--- config.mk ---
export PLATFORM = sky130hd
export DESIGN_NAME = ceb_entry_builder
export DESIGN_NICKNAME = d
export VERILOG_FILES = /design/src/ceb_pkg.sv /design/src/ceb_entry_builder.sv /design/src/ceb_sync.sv
export SDC_FILE = /design/constraint.sdc
export NUM_CORES = 1
export LEC_CHECK = 0
export BUFFER_PORTS_ARGS = -buffer_cell sky130_fd_sc_hd__clkbuf_2
export CORE_ASPECT_RATIO = 0.8
export CORE_MARGIN = 5
export CORE_UTILIZATION = 51
export CTS_BUF_LIST = sky130_fd_sc_hd__clkbuf_4 sky130_fd_sc_hd__clkbuf_8
export CTS_CLUSTER_SIZE = 24
export DETAILED_ROUTE_END_ITERATION = 6
export PLACE_DENSITY = 0.8
export SYNTH_ARGS = -nofsm -noshare
export SYNTH_HDL_FRONTEND = slang
export SYNTH_SLANG_ARGS = --single-unit
export TNS_END_PERCENT = 50
--- constraint.sdc ---
create_clock -name core_clk -period 5.15 [get_ports core_clk]
set_clock_uncertainty 0.2 [all_clocks]
set_input_delay 1.545 -clock core_clk [delete_from_list [all_inputs] [get_ports core_clk]]
set_output_delay 1.545 -clock core_clk [all_outputs]
set_load 0.02 [all_outputs]
--- src/ceb_pkg.sv ---
package ceb_pkg;
  // Entry layout
  localparam int CEB_ENTRY_BYTES = 16;
  localparam int CEB_DWORDS = 4;
  localparam int CEB_ISSUE_QUEUE_ID_LSB = 16;
  localparam int CEB_PHASE_BIT = 16;
  localparam int CEB_STATUS_LSB = 17;
  localparam int CEB_SCT_LSB = 8;
  localparam int CEB_SC_LSB = 0;
  // Reset and initial values
  localparam logic CEB_PHASE_INIT = 1'b1;
  localparam logic [31:0] CEB_RSVD_DWORD = 32'h0000_0000;
  localparam logic [14:0] CEB_STATUS_OK = 15'h0000;
  localparam logic [1:0] CEB_DW_LAST = 2'h3;
  localparam int CEB_SYNC_STAGES = 3;
  typedef enum logic [1:0] {
    CEB_IDLE = 2'b00,
    CEB_SEND = 2'b01,
    CEB_LAST = 2'b11
  } ceb_state_type;
endpackage : ceb_pkg

--- src/ceb_entry_builder.sv ---
`timescale 1ns/1ps
`default_nettype none
module ceb_entry_builder
  import ceb_pkg::*;
#(
  parameter int QUEUE_DEPTH = 16,
  parameter int IDX_W = $clog2(QUEUE_DEPTH)
) (
  // Clock and reset
  input wire logic core_clk,
  input wire logic reset,
  // Configuration pins
  input wire logic controller_enable_bit,
  input wire logic network_variant,
  // Completion request
  input wire logic cpl_valid,
  output logic cpl_ready,
  input wire logic dw0_used,
  input wire logic [31:0] cmd_dword0,
  input wire logic [15:0] issue_queue_id,
  input wire logic [15:0] issue_queue_head,
  input wire logic cpl_success,
  input wire logic [14:0] completion_status_word,
  input wire logic [15:0] host_command_tag,
  // Memory write stream, one dword a beat
  output logic wr_valid,
  input wire logic wr_ready,
  output logic [IDX_W-1:0] wr_slot,
  output logic [1:0] wr_dword,
  output logic [31:0] wr_data,
  output logic wr_last,
  // Status
  output logic [IDX_W-1:0] tail_index,
  output logic phase_tag
);

  //////////////////////////////////////////////////////////////////////////
  // Enable pin synchroniser
  logic enable_s;
  ceb_sync u_en_sync (
    .core_clk(core_clk),
    .reset(reset),
    .din(controller_enable_bit),
    .dout(enable_s)
  );

  //////////////////////////////////////////////////////////////////////////
  // State
  ceb_state_type state_q, state_d;
  logic [31:0] ent_q [CEB_DWORDS];
  logic [1:0] dw_q;
  logic [IDX_W-1:0] tail_q;
  logic phase_q;
  logic [31:0] data_q;

  wire take = (state_q == CEB_IDLE) && cpl_valid && enable_s;
  wire beat = wr_valid && wr_ready;
  wire beat_last = beat && (dw_q == CEB_DW_LAST);
  wire tail_wrap = tail_q == IDX_W'(QUEUE_DEPTH - 1);

  // Success forces a zero status word
  wire [14:0] status_w = cpl_success ? CEB_STATUS_OK
                                     : completion_status_word;
  wire [31:0] dw0_w = dw0_used ? cmd_dword0 : CEB_RSVD_DWORD;
  wire [15:0] issue_queue_id_w = network_variant ? 16'h0000
                                       : issue_queue_id;
  wire [31:0] dw2_w = {issue_queue_id_w, issue_queue_head};
  wire phase_w = network_variant ? 1'b0 : phase_q;
  // Status word keeps category at 27:25 and detail at 24:17
  wire [31:0] dw3_w = {status_w, phase_w, host_command_tag};

  assign cpl_ready = (state_q == CEB_IDLE) && enable_s;
  assign wr_valid = (state_q == CEB_SEND) || (state_q == CEB_LAST);
  assign wr_last = state_q == CEB_LAST;
  assign wr_dword = dw_q;
  assign wr_slot = tail_q;
  assign wr_data = data_q;
  assign tail_index = tail_q;
  assign phase_tag = phase_q;

  // Dword order 0,1,2,3 so dword three with the phase goes last
  wire [1:0] dw_next = dw_q + 2'h1;

  always_comb begin
    state_d = state_q;
    case (state_q)
      CEB_IDLE: begin
        if (take) begin
          state_d = CEB_SEND;
        end
      end
      CEB_SEND: begin
        if (beat && dw_next == CEB_DW_LAST) begin
          state_d = CEB_LAST;
        end
      end
      CEB_LAST: begin
        if (beat) begin
          state_d = CEB_IDLE;
        end
      end
      default: state_d = CEB_IDLE;
    endcase
  end

  //////////////////////////////////////////////////////////////////////////
  // Entry capture; head is frozen here, later advances are not seen
  always_ff @(posedge core_clk or posedge reset) begin
    if (reset) begin
      for (int i = 0; i < CEB_DWORDS; i++) begin
        ent_q[i] <= CEB_RSVD_DWORD;
      end
    end else if (take) begin
      ent_q[0] <= dw0_w;
      ent_q[1] <= CEB_RSVD_DWORD;
      ent_q[2] <= dw2_w;
      ent_q[3] <= dw3_w;
    end
  end

  always_ff @(posedge core_clk or posedge reset) begin
    if (reset) begin
      state_q <= CEB_IDLE;
      dw_q <= 2'h0;
      data_q <= CEB_RSVD_DWORD;
    end else begin
      state_q <= state_d;
      if (take) begin
        dw_q <= 2'h0;
        data_q <= dw0_w;
      end else if (beat) begin
        dw_q <= dw_next;
        data_q <= ent_q[dw_next];
      end
    end
  end

  //////////////////////////////////////////////////////////////////////////
  // Tail and phase; disable rearms phase to one for the next first pass
  always_ff @(posedge core_clk or posedge reset) begin
    if (reset) begin
      tail_q <= '0;
      phase_q <= CEB_PHASE_INIT;
    end else if (!enable_s) begin
      tail_q <= '0;
      phase_q <= CEB_PHASE_INIT;
    end else if (beat_last) begin
      if (tail_wrap) begin
        tail_q <= '0;
        phase_q <= ~phase_q;
      end else begin
        tail_q <= tail_q + IDX_W'(1);
      end
    end
  end
endmodule : ceb_entry_builder
`default_nettype wire

--- src/ceb_sync.sv ---
`timescale 1ns/1ps
`default_nettype none
module ceb_sync
  import ceb_pkg::*;
(
  // Clock and reset
  input wire logic core_clk,
  input wire logic reset,
  // Level in and out
  input wire logic din,
  output logic dout
);
  logic [CEB_SYNC_STAGES-1:0] stage_q;
  logic dout_q;
  // Change accepted only when stages two and three agree
  wire agree = stage_q[1] == stage_q[2];
  always_ff @(posedge core_clk or posedge reset) begin
    if (reset) begin
      stage_q <= '0;
      dout_q <= 1'b0;
    end else begin
      stage_q <= {stage_q[1:0], din};
      if (agree) begin
        dout_q <= stage_q[2];
      end
    end
  end
  assign dout = dout_q;
endmodule : ceb_sync
`default_nettype wire

==> results of run 1 <==
[worst max-delay path, delay by kind of cell (launching register included)]
family	cells	cell delay (ns)
DFF	1	0.36
buffers and inverters	2	0.76
[layer usage]
metal / wire length [um] / global-route usage (%) / share of wire (%) / up-vias
met5: 12 / 0 / 0.072 / -
met2: 7920 / 36.0 / 47 / 186
li1: - / - / - / 2366
met3: 1200 / 6.96 / 7.2 / 12
met4: 99 / 3.59 / 0.59 / 2
met1: 7490 / 31.3 / 45 / 2543
[flip-flops by register name, indices dropped and copies added (netlist names)]
| name | flops |
|---|---|
| wr_dword | 2 |
| state_q | 2 |
| tail_index | 4 |
| wr_data | 32 |
| ent_q | 96 |
| u_en_sync.dout | 1 |
| phase_tag | 1 |
| u_en_sync.stage_q | 3 |
[how the worst max path moves through the flow]
stage                     start           to  slack, ns
finish              wr_dword[0]  wr_dword[0]       1.86
floorplan                 reset     ent_q[0]       1.64
detailed placement    cpl_valid  wr_data[21]       1.65
global route        wr_dword[0]  wr_dword[0]       1.79
CTS                 wr_dword[0]  wr_dword[0]       1.85
global placement      cpl_valid   ent_q[111]       1.72
[power breakdown]
group / internal (W) / switching [W]
Clock: 0.000357 / 0.000429
Sequential: 0.00161 / 0.000318
Combinational: 0.000832 / 0.00105
Total: 0.00280 / 0.00180
[cell type report]
| cell class | instances | area, um2 |
|---|---|---|
| repair buffers | 158 | 816 |
| flip-flops and latches | 141 | 3530 |
| clock buffers | 20 | 269 |
| inverters | 2 | 11.3 |
| multi-input cells | 403 | 2660 |
| clock inverters | 12 | 72.6 |
| fillers | 1091 | 5150 |
| well taps | 175 | 219 |
[cells by family (layout without fill, tap and decap cells)]
family                   Yosys count  after routing
AO/OA/AOI/OAI                    133            133
AND/OR/NAND/NOR                  231            231
buffers and inverters             58            192
multiplexers                      32             32
XOR/XNOR                           3              3
flip-flops                       141            141
adder cells (fa/ha/maj)            4              4
[placed cells by master (no fill, tap or decap), types with 6 or more instances in the layout]
cell type     n
mux2_2        6
a22o_1       29
clkinv_2      7
clkbuf_2    148
dfrtp_1     139
clkinvlp_4    6
clkbuf_8     19
nand3b_1     33
o2bb2ai_1    29
buf_4        10
a221oi_1     26
mux2_4       23
nand2_1     168
nand3_1       6
o21ai_0      31
[metrics by stage]
| stage | area [um2] | hold slack [ns] | setup WS (ns) |
|---|---|---|---|
| 6_report | 7580 | 0.165 | 1.86 |
| 5_1_grt | 7580 | 0.169 | 1.79 |
| 4_1_cts | 7580 | 0.168 | 1.85 |
| 3_5_place_dp | 7240 | 0.149 | 1.65 |
| 3_3_place_gp | 7240 | 0.136 | 1.72 |
| 2_1_floorplan | 6570 | 0.131 | 1.64 |
==> impl_results.html, run 1 <==
<table>
<tr><th>Metric</th><th>Value</th></tr>
<tr><th colspan="2">Status</th></tr>
<tr><td>Result of the run</td><td>complete, no violations</td></tr>
<tr><th colspan="2">CTS</th></tr>
<tr><td>Root cell of the clock tree</td><td>clkbuf_8</td></tr>
<tr><td>Clock tree from TritonCTS</td><td>done</td></tr>
<tr><td>Number of buffers inserted to repair setup after CTS</td><td>0</td></tr>
<tr><td>Clock input transition at the sequential cells of the worst setup and hold paths</td><td>0.08 ns</td></tr>
<tr><td>Maximum level of the CTS H-tree</td><td>4</td></tr>
<tr><td>Clock network latency to the later pin of the worst-skew pair</td><td>0.43 ns</td></tr>
<tr><td>Clock buffers created by TritonCTS</td><td>17</td></tr>
<tr><td>Gates resized, CTS repair</td><td>0</td></tr>
<tr><td>Clk sink count</td><td>141</td></tr>
<tr><td>Maximum clock path buffer count</td><td>2</td></tr>
<tr><td>Hold buffer count at cts</td><td>0</td></tr>
<tr><th colspan="2">Drt</th></tr>
<tr><td>Routed wirelength normalized by instance count</td><td>18.3 um</td></tr>
<tr><td>Number of antenna-violating nets in the routed design</td><td>0</td></tr>
<tr><td>Remaining routing DRC violations</td><td>0</td></tr>
<tr><td>Final routed wirelength across all metal layers</td><td>16700 um</td></tr>
<tr><td>Drt initial violations</td><td>326</td></tr>
<tr><td>First-pass iteration count of the detailed router</td><td>5</td></tr>
<tr><td>Total vias in the final route</td><td>5109</td></tr>
<tr><td>Drt via density</td><td>5.61</td></tr>
<tr><th colspan="2">Worst setup path</th></tr>
<tr><td>Worst reg-to-reg setup slack</td><td>2.35 ns</td></tr>
<tr><td>Data required time at the worst endpoint</td><td>3.41 ns</td></tr>
<tr><td>Crit path DAT</td><td>1.54 ns</td></tr>
<tr><td>Crit Reg-Reg Startpoint</td><td>wr_dword[0]</td></tr>
<tr><td>List of cells traversed by the critical path</td><td>buf_4 &gt; clkbuf_2</td></tr>
<tr><td>Crit path max-delay cell type</td><td>buf_4</td></tr>
<tr><td>Path depth of the worst reg2reg path</td><td>6</td></tr>
<tr><td>Category of the critical setup timing path</td><td>register to output pin</td></tr>
<tr><td>Worst reg2reg path endpoint</td><td>wr_data[6]</td></tr>
<tr><td>Critical-path maximum fanout</td><td>38</td></tr>
<tr><td>Critical Path End Type</td><td>output pin</td></tr>
<tr><td>Crit path largest cell delay</td><td>0.48 ns</td></tr>
<tr><td>Type of element launching the critical path</td><td>register</td></tr>
<tr><th colspan="2">GRT</th></tr>
<tr><td>Number of global-route vias before repair</td><td>5283</td></tr>
<tr><td>Initial antenna violation count</td><td>1</td></tr>
<tr><td>Total global routing overflow</td><td>0</td></tr>
<tr><td>Total routing resource utilization after global routing</td><td>22.6%</td></tr>
<tr><td>First-pass GRT wire length</td><td>27400 um</td></tr>
<tr><td>Maximum number of pins on one net before global-route repair</td><td>62</td></tr>
<tr><th colspan="2">Die</th></tr>
<tr><td>Die height</td><td>111 um</td></tr>
<tr><td>Starting utilization of the core area</td><td>51.6%</td></tr>
<tr><td>Top-level port count</td><td>149</td></tr>
<tr><td>Area of the core</td><td>12700 um2</td></tr>
<tr><td>Overall die width</td><td>137 um</td></tr>
<tr><td>Overall die area</td><td>15300 um2</td></tr>
<tr><td>Row count</td><td>37</td></tr>
<tr><th colspan="2">Min path</th></tr>
<tr><td>Type of the tightest min-delay check</td><td>register to register</td></tr>
<tr><td>Number of cells on the worst hold path</td><td>0</td></tr>
<tr><td>Hold Path End</td><td>u_en_sync.stage_q[1]</td></tr>
<tr><td>Startpoint of the most critical hold path</td><td>u_en_sync.stage_q[0]</td></tr>
<tr><th colspan="2">STA</th></tr>
<tr><td>Fraction of the cycle the final worst path needs</td><td>63.9%</td></tr>
<tr><td>Number of setup violations in the final report</td><td>0</td></tr>
<tr><td>Actual transition at the worst max-transition pin</td><td>1.18 ns</td></tr>
<tr><td>Hold Fails Final Rpt</td><td>0</td></tr>
<tr><td>Post-route minimum period</td><td>3.29 ns</td></tr>
<tr><td>Aggregate negative setup slack</td><td>0 ns</td></tr>
<tr><td>Total count of max-transition violations in the final report</td><td>0</td></tr>
<tr><td>Slew headroom</td><td>21.2%</td></tr>
<tr><td>Achievable frequency</td><td>304 MHz</td></tr>
<tr><td>Setup repair after global routing missed its margin</td><td>false</td></tr>
<tr><th colspan="2">Synthesis</th></tr>
<tr><td>Share of the synthesized area in the top cell type</td><td>53.4%</td></tr>
<tr><td>Arithmetic-cell share of the synthesized area counting full adders, half adders and majority gates</td><td>0.724%</td></tr>
<tr><td>Ys flop type</td><td>dfrtp_1</td></tr>
<tr><td>Post-synth EDFFs</td><td>0</td></tr>
<tr><td>Multiplexer share of the synthesized area</td><td>6.77%</td></tr>
<tr><td>Synthesized area</td><td>6560 um2</td></tr>
<tr><td>Area share of and/or/nand/nor cells after synthesis</td><td>16.2%</td></tr>
<tr><td>Commonest cells in the synthesized netlist</td><td>168 x nand2_1, 140 x dfrtp_1, 33 x nand3b_1, 31 x o21ai_0</td></tr>
<tr><td>Most frequent cell after synthesis</td><td>nand2_1</td></tr>
<tr><td>Compound-Gate Fraction of Synth Area</td><td>16.0%</td></tr>
<tr><td>Fraction of registers with async set/reset</td><td>100%</td></tr>
<tr><td>Cell variety after synth</td><td>42</td></tr>
<tr><td>Syn nets</td><td>708</td></tr>
<tr><td>Top cells by area, synth</td><td>dfrtp_1 53%, nand2_1 9.6%, mux2_4 5.3%</td></tr>
<tr><td>Seq/Total Area, Yosys</td><td>53.8%</td></tr>
<tr><td>#FFs+latches synth</td><td>141</td></tr>
<tr><td>Syn. warnings</td><td>0</td></tr>
<tr><td>Dominant combinational cell family by area after synthesis</td><td>simple AND/OR/NAND/NOR gates</td></tr>
<tr><td>Number of instances in the synthesized netlist</td><td>602</td></tr>
<tr><td>Share of the synthesized netlist area taken by xor and xnor gates</td><td>0.400%</td></tr>
<tr><td>Cell taking the most area after synthesis</td><td>dfrtp_1</td></tr>
<tr><td>Syn avg cell area</td><td>10.9 um2</td></tr>
<tr><th colspan="2">Placed design</th></tr>
<tr><td>Number of input and output port buffers inserted</td><td>148</td></tr>
<tr><td>Last weighted congestion value of the routability-driven placer</td><td>0.798</td></tr>
<tr><td>DPL Wire Length</td><td>11000 um</td></tr>
<tr><td>Number of placed cells counting well taps</td><td>879</td></tr>
<tr><th colspan="2">Pwr</th></tr>
<tr><td>Total design power</td><td>0.00460 W</td></tr>
<tr><td>Leakage component of the power</td><td>3.86 nW</td></tr>
<tr><td>VDD IR max</td><td>0.329 mV</td></tr>
<tr><td>Total power per unit cell area</td><td>607 nW/um2</td></tr>
<tr><th colspan="2">Cells and area</th></tr>
<tr><td>Area growth from synthesis to final layout</td><td>15.5%</td></tr>
<tr><td>Number of antenna repair diodes</td><td>0</td></tr>
<tr><td>Net count of the finished layout</td><td>829</td></tr>
<tr><td>Number of standard cells in the layout, taps in and fillers out</td><td>911</td></tr>
<tr><td>Finished Core Util</td><td>59.5%</td></tr>
<tr><td>Fraction of layout cells with a size suffix above 1</td><td>31.7%</td></tr>
<tr><th colspan="2">Flow run</th></tr>
<tr><td>Max Cap Viol</td><td>0</td></tr>
</table>
Power figures use the tool's default switching activity.
==> run 2: changes to the inputs <==
ABC_AREA = 1   (was default)
CORE_UTILIZATION = 57   (was 51)
PLACE_DENSITY = 0.84   (was 0.8)
clock period = 3.14 ns   (was 5.15 ns; I/O delays follow)
==> run 2 against run 1 <==
  * First-iteration DRC count grew 64%
  * Largest power group is now combinational logic
  * Final cell count is 30% higher
  * Sequential share of layout area is 3.0 points lower
  * Non-clock buffer count grew 4
  * Utilization grew 10 points
  * Register-to-register slack worse by 1.6 ns
  * Worst hold slack gained 0.012 ns
==> impl_results.html, run 2 <==
<table>
<tr><th>Metric</th><th>Value</th></tr>
<tr><th colspan="2">Status</th></tr>
<tr><td>Result of the run</td><td>complete, no violations (unchanged)</td></tr>
<tr><th colspan="2">STA</th></tr>
<tr><td>Achievable frequency</td><td>397 MHz</td></tr>
<tr><td>Setup ws final</td><td>0.618 ns (was 1.86 ns)</td></tr>
<tr><td>Total count of max-transition violations in the final report</td><td>0 (unchanged)</td></tr>
<tr><td>Hold Fails Final Rpt</td><td>0 (unchanged)</td></tr>
<tr><td>Fraction of the cycle the final worst path needs</td><td>80.3%</td></tr>
<tr><td>Actual transition at the worst max-transition pin</td><td>0.699 ns (was 1.18 ns)</td></tr>
<tr><td>Number of setup violations in the final report</td><td>0 (unchanged)</td></tr>
<tr><td>Post-route minimum period</td><td>2.52 ns</td></tr>
<tr><td>Setup repair after global routing missed its margin</td><td>false (unchanged)</td></tr>
<tr><td>Aggregate negative setup slack</td><td>0 ns (unchanged)</td></tr>
<tr><td>Slew headroom</td><td>53.4% (was 21.2%)</td></tr>
<tr><th colspan="2">Placed design</th></tr>
<tr><td>Placement Cell Area</td><td>7650 um2 (was 7240 um2)</td></tr>
<tr><td>DPL Wire Length</td><td>11600 um (was 11000 um)</td></tr>
<tr><td>Last weighted congestion value of the routability-driven placer</td><td>0.839 (was 0.798)</td></tr>
<tr><td>Number of input and output port buffers inserted</td><td>148 (unchanged)</td></tr>
<tr><td>Post-place setup slack</td><td>0.421 ns (was 1.65 ns)</td></tr>
<tr><th colspan="2">CTS</th></tr>
<tr><td>Maximum level of the CTS H-tree</td><td>4 (unchanged)</td></tr>
<tr><td>Root cell of the clock tree</td><td>clkbuf_8 (unchanged)</td></tr>
<tr><td>Clock tree from TritonCTS</td><td>done (unchanged)</td></tr>
<tr><td>Maximum clock path buffer count</td><td>2 (unchanged)</td></tr>
<tr><td>Clk sink count</td><td>141 (unchanged)</td></tr>
<tr><td>Number of buffers inserted to repair setup after CTS</td><td>0 (unchanged)</td></tr>
<tr><td>Hold buffer count at cts</td><td>0 (unchanged)</td></tr>
<tr><td>Clock buffers created by TritonCTS</td><td>17 (unchanged)</td></tr>
<tr><td>Clock network latency to the later pin of the worst-skew pair</td><td>0.43 ns (about the same)</td></tr>
<tr><td>Gates resized, CTS repair</td><td>0 (unchanged)</td></tr>
<tr><td>Clock input transition at the sequential cells of the worst setup and hold paths</td><td>0.07 ns (was 0.08 ns)</td></tr>
<tr><th colspan="2">Pwr</th></tr>
<tr><td>Int Power</td><td>0.00475 W (was 0.00280 W)</td></tr>
<tr><td>Switch Pwr</td><td>0.00331 W (was 0.00180 W)</td></tr>
<tr><td>Proportion of power drawn by flip-flops and latches</td><td>38.5% (was 42.0%)</td></tr>
<tr><td>Total power per unit cell area</td><td>994 nW/um2 (was 607 nW/um2)</td></tr>
<tr><td>VDD IR max</td><td>0.669 mV (was 0.329 mV)</td></tr>
<tr><td>Gate power share</td><td>40.8% (was 41.0%)</td></tr>
<tr><td>Clock network power share</td><td>20.7% (was 17.1%)</td></tr>
<tr><td>Leakage component of the power</td><td>4.67 nW (was 3.86 nW)</td></tr>
<tr><td>Sw frac</td><td>41.1% (was 39.1%)</td></tr>
<tr><th colspan="2">Synthesis</th></tr>
<tr><td>Compound-Gate Fraction of Synth Area</td><td>9.44% (was 16.0%)</td></tr>
<tr><td>Share of the synthesized netlist area taken by xor and xnor gates</td><td>0% (was 0.400%)</td></tr>
<tr><td>Syn avg cell area</td><td>7.67 um2 (was 10.9 um2)</td></tr>
<tr><td>Commonest cells in the synthesized netlist</td><td>345 x nand2_1, 140 x dfrtp_1, 138 x inv_1, 64 x nand3_1, 36 x o21ai_0 (was 168 x nand2_1, 140 x dfrtp_1, 33 x nand3b_1, 31 x o21ai_0)</td></tr>
<tr><td>Syn nets</td><td>1001 (was 708)</td></tr>
<tr><td>Area share of and/or/nand/nor cells after synthesis</td><td>26.4% (was 16.2%)</td></tr>
<tr><td>Dominant combinational cell family by area after synthesis</td><td>simple AND/OR/NAND/NOR gates (unchanged)</td></tr>
<tr><td>Syn. warnings</td><td>0 (unchanged)</td></tr>
<tr><td>Most frequent cell after synthesis</td><td>nand2_1 (unchanged)</td></tr>
<tr><td>Multiplexer share of the synthesized area</td><td>0% (was 6.77%)</td></tr>
<tr><td>Share of the synthesized area in the top cell type</td><td>51.0% (was 53.4%)</td></tr>
<tr><td>Arithmetic-cell share of the synthesized area counting full adders, half adders and majority gates</td><td>0.693% (was 0.724%)</td></tr>
<tr><td>Cell variety after synth</td><td>26 (was 42)</td></tr>
<tr><td>Fraction of registers with async set/reset</td><td>100% (unchanged)</td></tr>
<tr><td>Top cells by area, synth</td><td>dfrtp_1 51%, nand2_1 19%, inv_1 7.5% (was dfrtp_1 53%, nand2_1 9.6%, mux2_4 5.3%)</td></tr>
<tr><td>Ys flop type</td><td>dfrtp_1 (unchanged)</td></tr>
<tr><td>Number of instances in the synthesized netlist</td><td>895 (was 602)</td></tr>
<tr><td>#FFs+latches synth</td><td>141 (unchanged)</td></tr>
<tr><td>Seq/Total Area, Yosys</td><td>51.4% (was 53.8%)</td></tr>
<tr><td>Synthesized area</td><td>6870 um2 (was 6560 um2)</td></tr>
<tr><td>Cell taking the most area after synthesis</td><td>dfrtp_1 (unchanged)</td></tr>
<tr><td>Post-synth EDFFs</td><td>0 (unchanged)</td></tr>
<tr><th colspan="2">Min path</th></tr>
<tr><td>Type of the tightest min-delay check</td><td>register to register (unchanged)</td></tr>
<tr><td>Startpoint of the most critical hold path</td><td>u_en_sync.stage_q[0] (unchanged)</td></tr>
<tr><td>Number of cells on the worst hold path</td><td>0 (unchanged)</td></tr>
<tr><td>Hold Path End</td><td>u_en_sync.stage_q[1] (unchanged)</td></tr>
<tr><th colspan="2">Drt</th></tr>
<tr><td>Drt initial violations</td><td>536 (was 326)</td></tr>
<tr><td>Final routed wirelength across all metal layers</td><td>17300 um (was 16700 um)</td></tr>
<tr><td>Total vias in the final route</td><td>6157 (was 5109)</td></tr>
<tr><td>Remaining routing DRC violations</td><td>0 (unchanged)</td></tr>
<tr><td>First-pass iteration count of the detailed router</td><td>5 (unchanged)</td></tr>
<tr><td>Number of antenna-violating nets in the routed design</td><td>0 (unchanged)</td></tr>
<tr><td>Routed wirelength normalized by instance count</td><td>14.6 um (was 18.3 um)</td></tr>
<tr><td>Drt via density</td><td>5.20 (was 5.61)</td></tr>
<tr><th colspan="2">GRT</th></tr>
<tr><td>First-pass GRT wire length</td><td>28700 um (was 27400 um)</td></tr>
<tr><td>Initial antenna violation count</td><td>0 (was 1)</td></tr>
<tr><td>Number of global-route vias before repair</td><td>5780 (was 5283)</td></tr>
<tr><td>Total global routing overflow</td><td>0 (unchanged)</td></tr>
<tr><td>Maximum number of pins on one net before global-route repair</td><td>88 (was 62)</td></tr>
<tr><td>Total routing resource utilization after global routing</td><td>25.0% (was 22.6%)</td></tr>
<tr><th colspan="2">Worst setup path</th></tr>
<tr><td>Worst reg2reg path endpoint</td><td>wr_dword[1] (was wr_data[6])</td></tr>
<tr><td>Crit path max-delay cell type</td><td>dfrtp_1 (was buf_4)</td></tr>
<tr><td>Critical-path maximum fanout</td><td>6 (was 38)</td></tr>
<tr><td>Path depth of the worst reg2reg path</td><td>6 (unchanged)</td></tr>
<tr><td>Critical Path End Type</td><td>output pin (unchanged)</td></tr>
<tr><td>Category of the critical setup timing path</td><td>register to output pin (unchanged)</td></tr>
<tr><td>Crit path DAT</td><td>1.38 ns (was 1.54 ns)</td></tr>
<tr><td>Worst reg-to-reg setup slack</td><td>0.80 ns (was 2.35 ns)</td></tr>
<tr><td>Crit path largest cell delay</td><td>0.49 ns (was 0.48 ns)</td></tr>
<tr><td>Data required time at the worst endpoint</td><td>2.00 ns (was 3.41 ns)</td></tr>
<tr><td>Crit Reg-Reg Startpoint</td><td>state_q[0] (was wr_dword[0])</td></tr>
<tr><td>List of cells traversed by the critical path</td><td>inv_1 &gt; nor3_1 &gt; clkbuf_2 (was buf_4 &gt; clkbuf_2)</td></tr>
<tr><td>Type of element launching the critical path</td><td>register (unchanged)</td></tr>
<tr><th colspan="2">Cells and area</th></tr>
<tr><td>Top reg by flops</td><td>ent_q (unchanged)</td></tr>
<tr><td>Post-route design area</td><td>8110 um2 (was 7580 um2)</td></tr>
<tr><td>Top library cells by usage in the layout, fill and taps aside</td><td>345 x nand2_1, 148 x clkbuf_2, 139 x dfrtp_1 (was 168 x nand2_1, 148 x clkbuf_2, 139 x dfrtp_1)</td></tr>
<tr><td>Number of antenna repair diodes</td><td>0 (unchanged)</td></tr>
<tr><td>Fraction of layout cells with a size suffix above 1</td><td>20.8% (was 31.7%)</td></tr>
<tr><td>Area growth from synthesis to final layout</td><td>18.1% (was 15.5%)</td></tr>
<tr><td>Net count of the finished layout</td><td>1129 (was 829)</td></tr>
<tr><td>Most common cell after layout, fill and taps aside</td><td>nand2_1 (unchanged)</td></tr>
<tr><td>Number of flip-flops under the largest register name</td><td>96 (unchanged)</td></tr>
<tr><th colspan="2">Die</th></tr>
<tr><td>Top-level port count</td><td>149 (unchanged)</td></tr>
<tr><td>Area of the core</td><td>11600 um2 (was 12700 um2)</td></tr>
<tr><td>Row count</td><td>35 (was 37)</td></tr>
<tr><td>Overall die area</td><td>14400 um2 (was 15300 um2)</td></tr>
<tr><td>Overall die width</td><td>133 um (was 137 um)</td></tr>
<tr><td>Die height</td><td>108 um (was 111 um)</td></tr>
<tr><td>Starting utilization of the core area</td><td>58.9% (was 51.6%)</td></tr>
<tr><th colspan="2">Flow run</th></tr>
<tr><td>Max Cap Viol</td><td>0 (unchanged)</td></tr>
</table>
[run 2: changes by cell type after synthesis, moves of 22 or more]
cell       previous run  this run
o31ai_1               0        22
a21oi_1               2        34
mux2_4               23         0
inv_1                 2       138
nand3_1               6        64
o2bb2ai_1            29         0
nand3b_1             33         0
nor2_1                5        35
a221oi_1             26         0
nand2_1             168       345
a22o_1               29         0
[run 2: logic make-up (layout without fill, tap and decap cells)]
kind of cell | after synthesis | after routing
AND/OR/NAND/NOR | 454 | 454
AO/OA/AOI/OAI | 103 | 103
flip-flops | 141 | 141
buffers and inverters | 193 | 334
adder cells (fa/ha/maj) | 4 | 4
[run 2: final cells by class]
| cell class | instances | area (um2) |
|---|---|---|
| inverters | 140 | 529 |
| clock buffers | 20 | 269 |
| fillers | 959 | 3540 |
| multi-input cells | 561 | 2520 |
| flip-flops and latches | 141 | 3530 |
| repair buffers | 162 | 883 |
| well taps | 148 | 185 |
| clock inverters | 12 | 191 |
[run 2: layer usage]
| layer | global-route usage [%] | share of wire (%) | vias up | wire length [um] |
|---|---|---|---|---|
| met4 | 7.12 | 1.4 | 0 | 239 |
| li1 | - | - | 2990 | - |
| met5 | 0 | 0 | - | 0 |
| met3 | 5.53 | 8.0 | 27 | 1390 |
| met2 | 37.3 | 44 | 275 | 7710 |
| met1 | 37.1 | 46 | 2865 | 7990 |
[run 2: power groups by stage]
stage / logic, W / clock network [W] / registers (W)
6_report: 0.00329 / 0.00166 / 0.00310
5_1_grt: 0.00373 / 0.00175 / 0.00319
4_1_cts: 0.00329 / 0.00168 / 0.00309
3_5_place_dp: 0.00326 / 0 / 0.00311
3_3_place_gp: 0.00317 / 0 / 0.00309
2_1_floorplan: 0.00214 / 0 / 0.00328
[run 2: worst max path at each step]
| stage | from | to | slack, ns | cells past startpoint |
|---|---|---|---|---|
| 2_1_floorplan | reset | ent_q[0] | 0.24 | 1 |
| 3_3_place_gp | cpl_valid | wr_dword[1] | 0.49 | 6 |
| 3_5_place_dp | cpl_valid | wr_dword[1] | 0.42 | 6 |
| 4_1_cts | u_en_sync.dout | cpl_ready | 0.61 | 3 |
| 5_1_grt | u_en_sync.dout | cpl_ready | 0.53 | 3 |
| 6_report | u_en_sync.dout | cpl_ready | 0.62 | 3 |
[run 2: critical path: cells and delay by family (launching register included)]
family | cells | cell delay, ns
buf+inv | 2 | 0.33
flops | 1 | 0.49
simple gates | 1 | 0.14
[run 2: stage by stage]
stage / instances / utilization [%] / hold slack, ns / power [W]
CTS: 1184 / 69.6 / 0.183 / 0.00806
global route: 1184 / 69.6 / 0.186 / 0.00868
detailed placement: 1152 / 65.6 / 0.154 / 0.00637
floorplan: 895 / - / 0.131 / 0.00542
finish: 1184 / 69.6 / 0.177 / 0.00806
global placement: 1152 / 65.6 / 0.135 / 0.00627
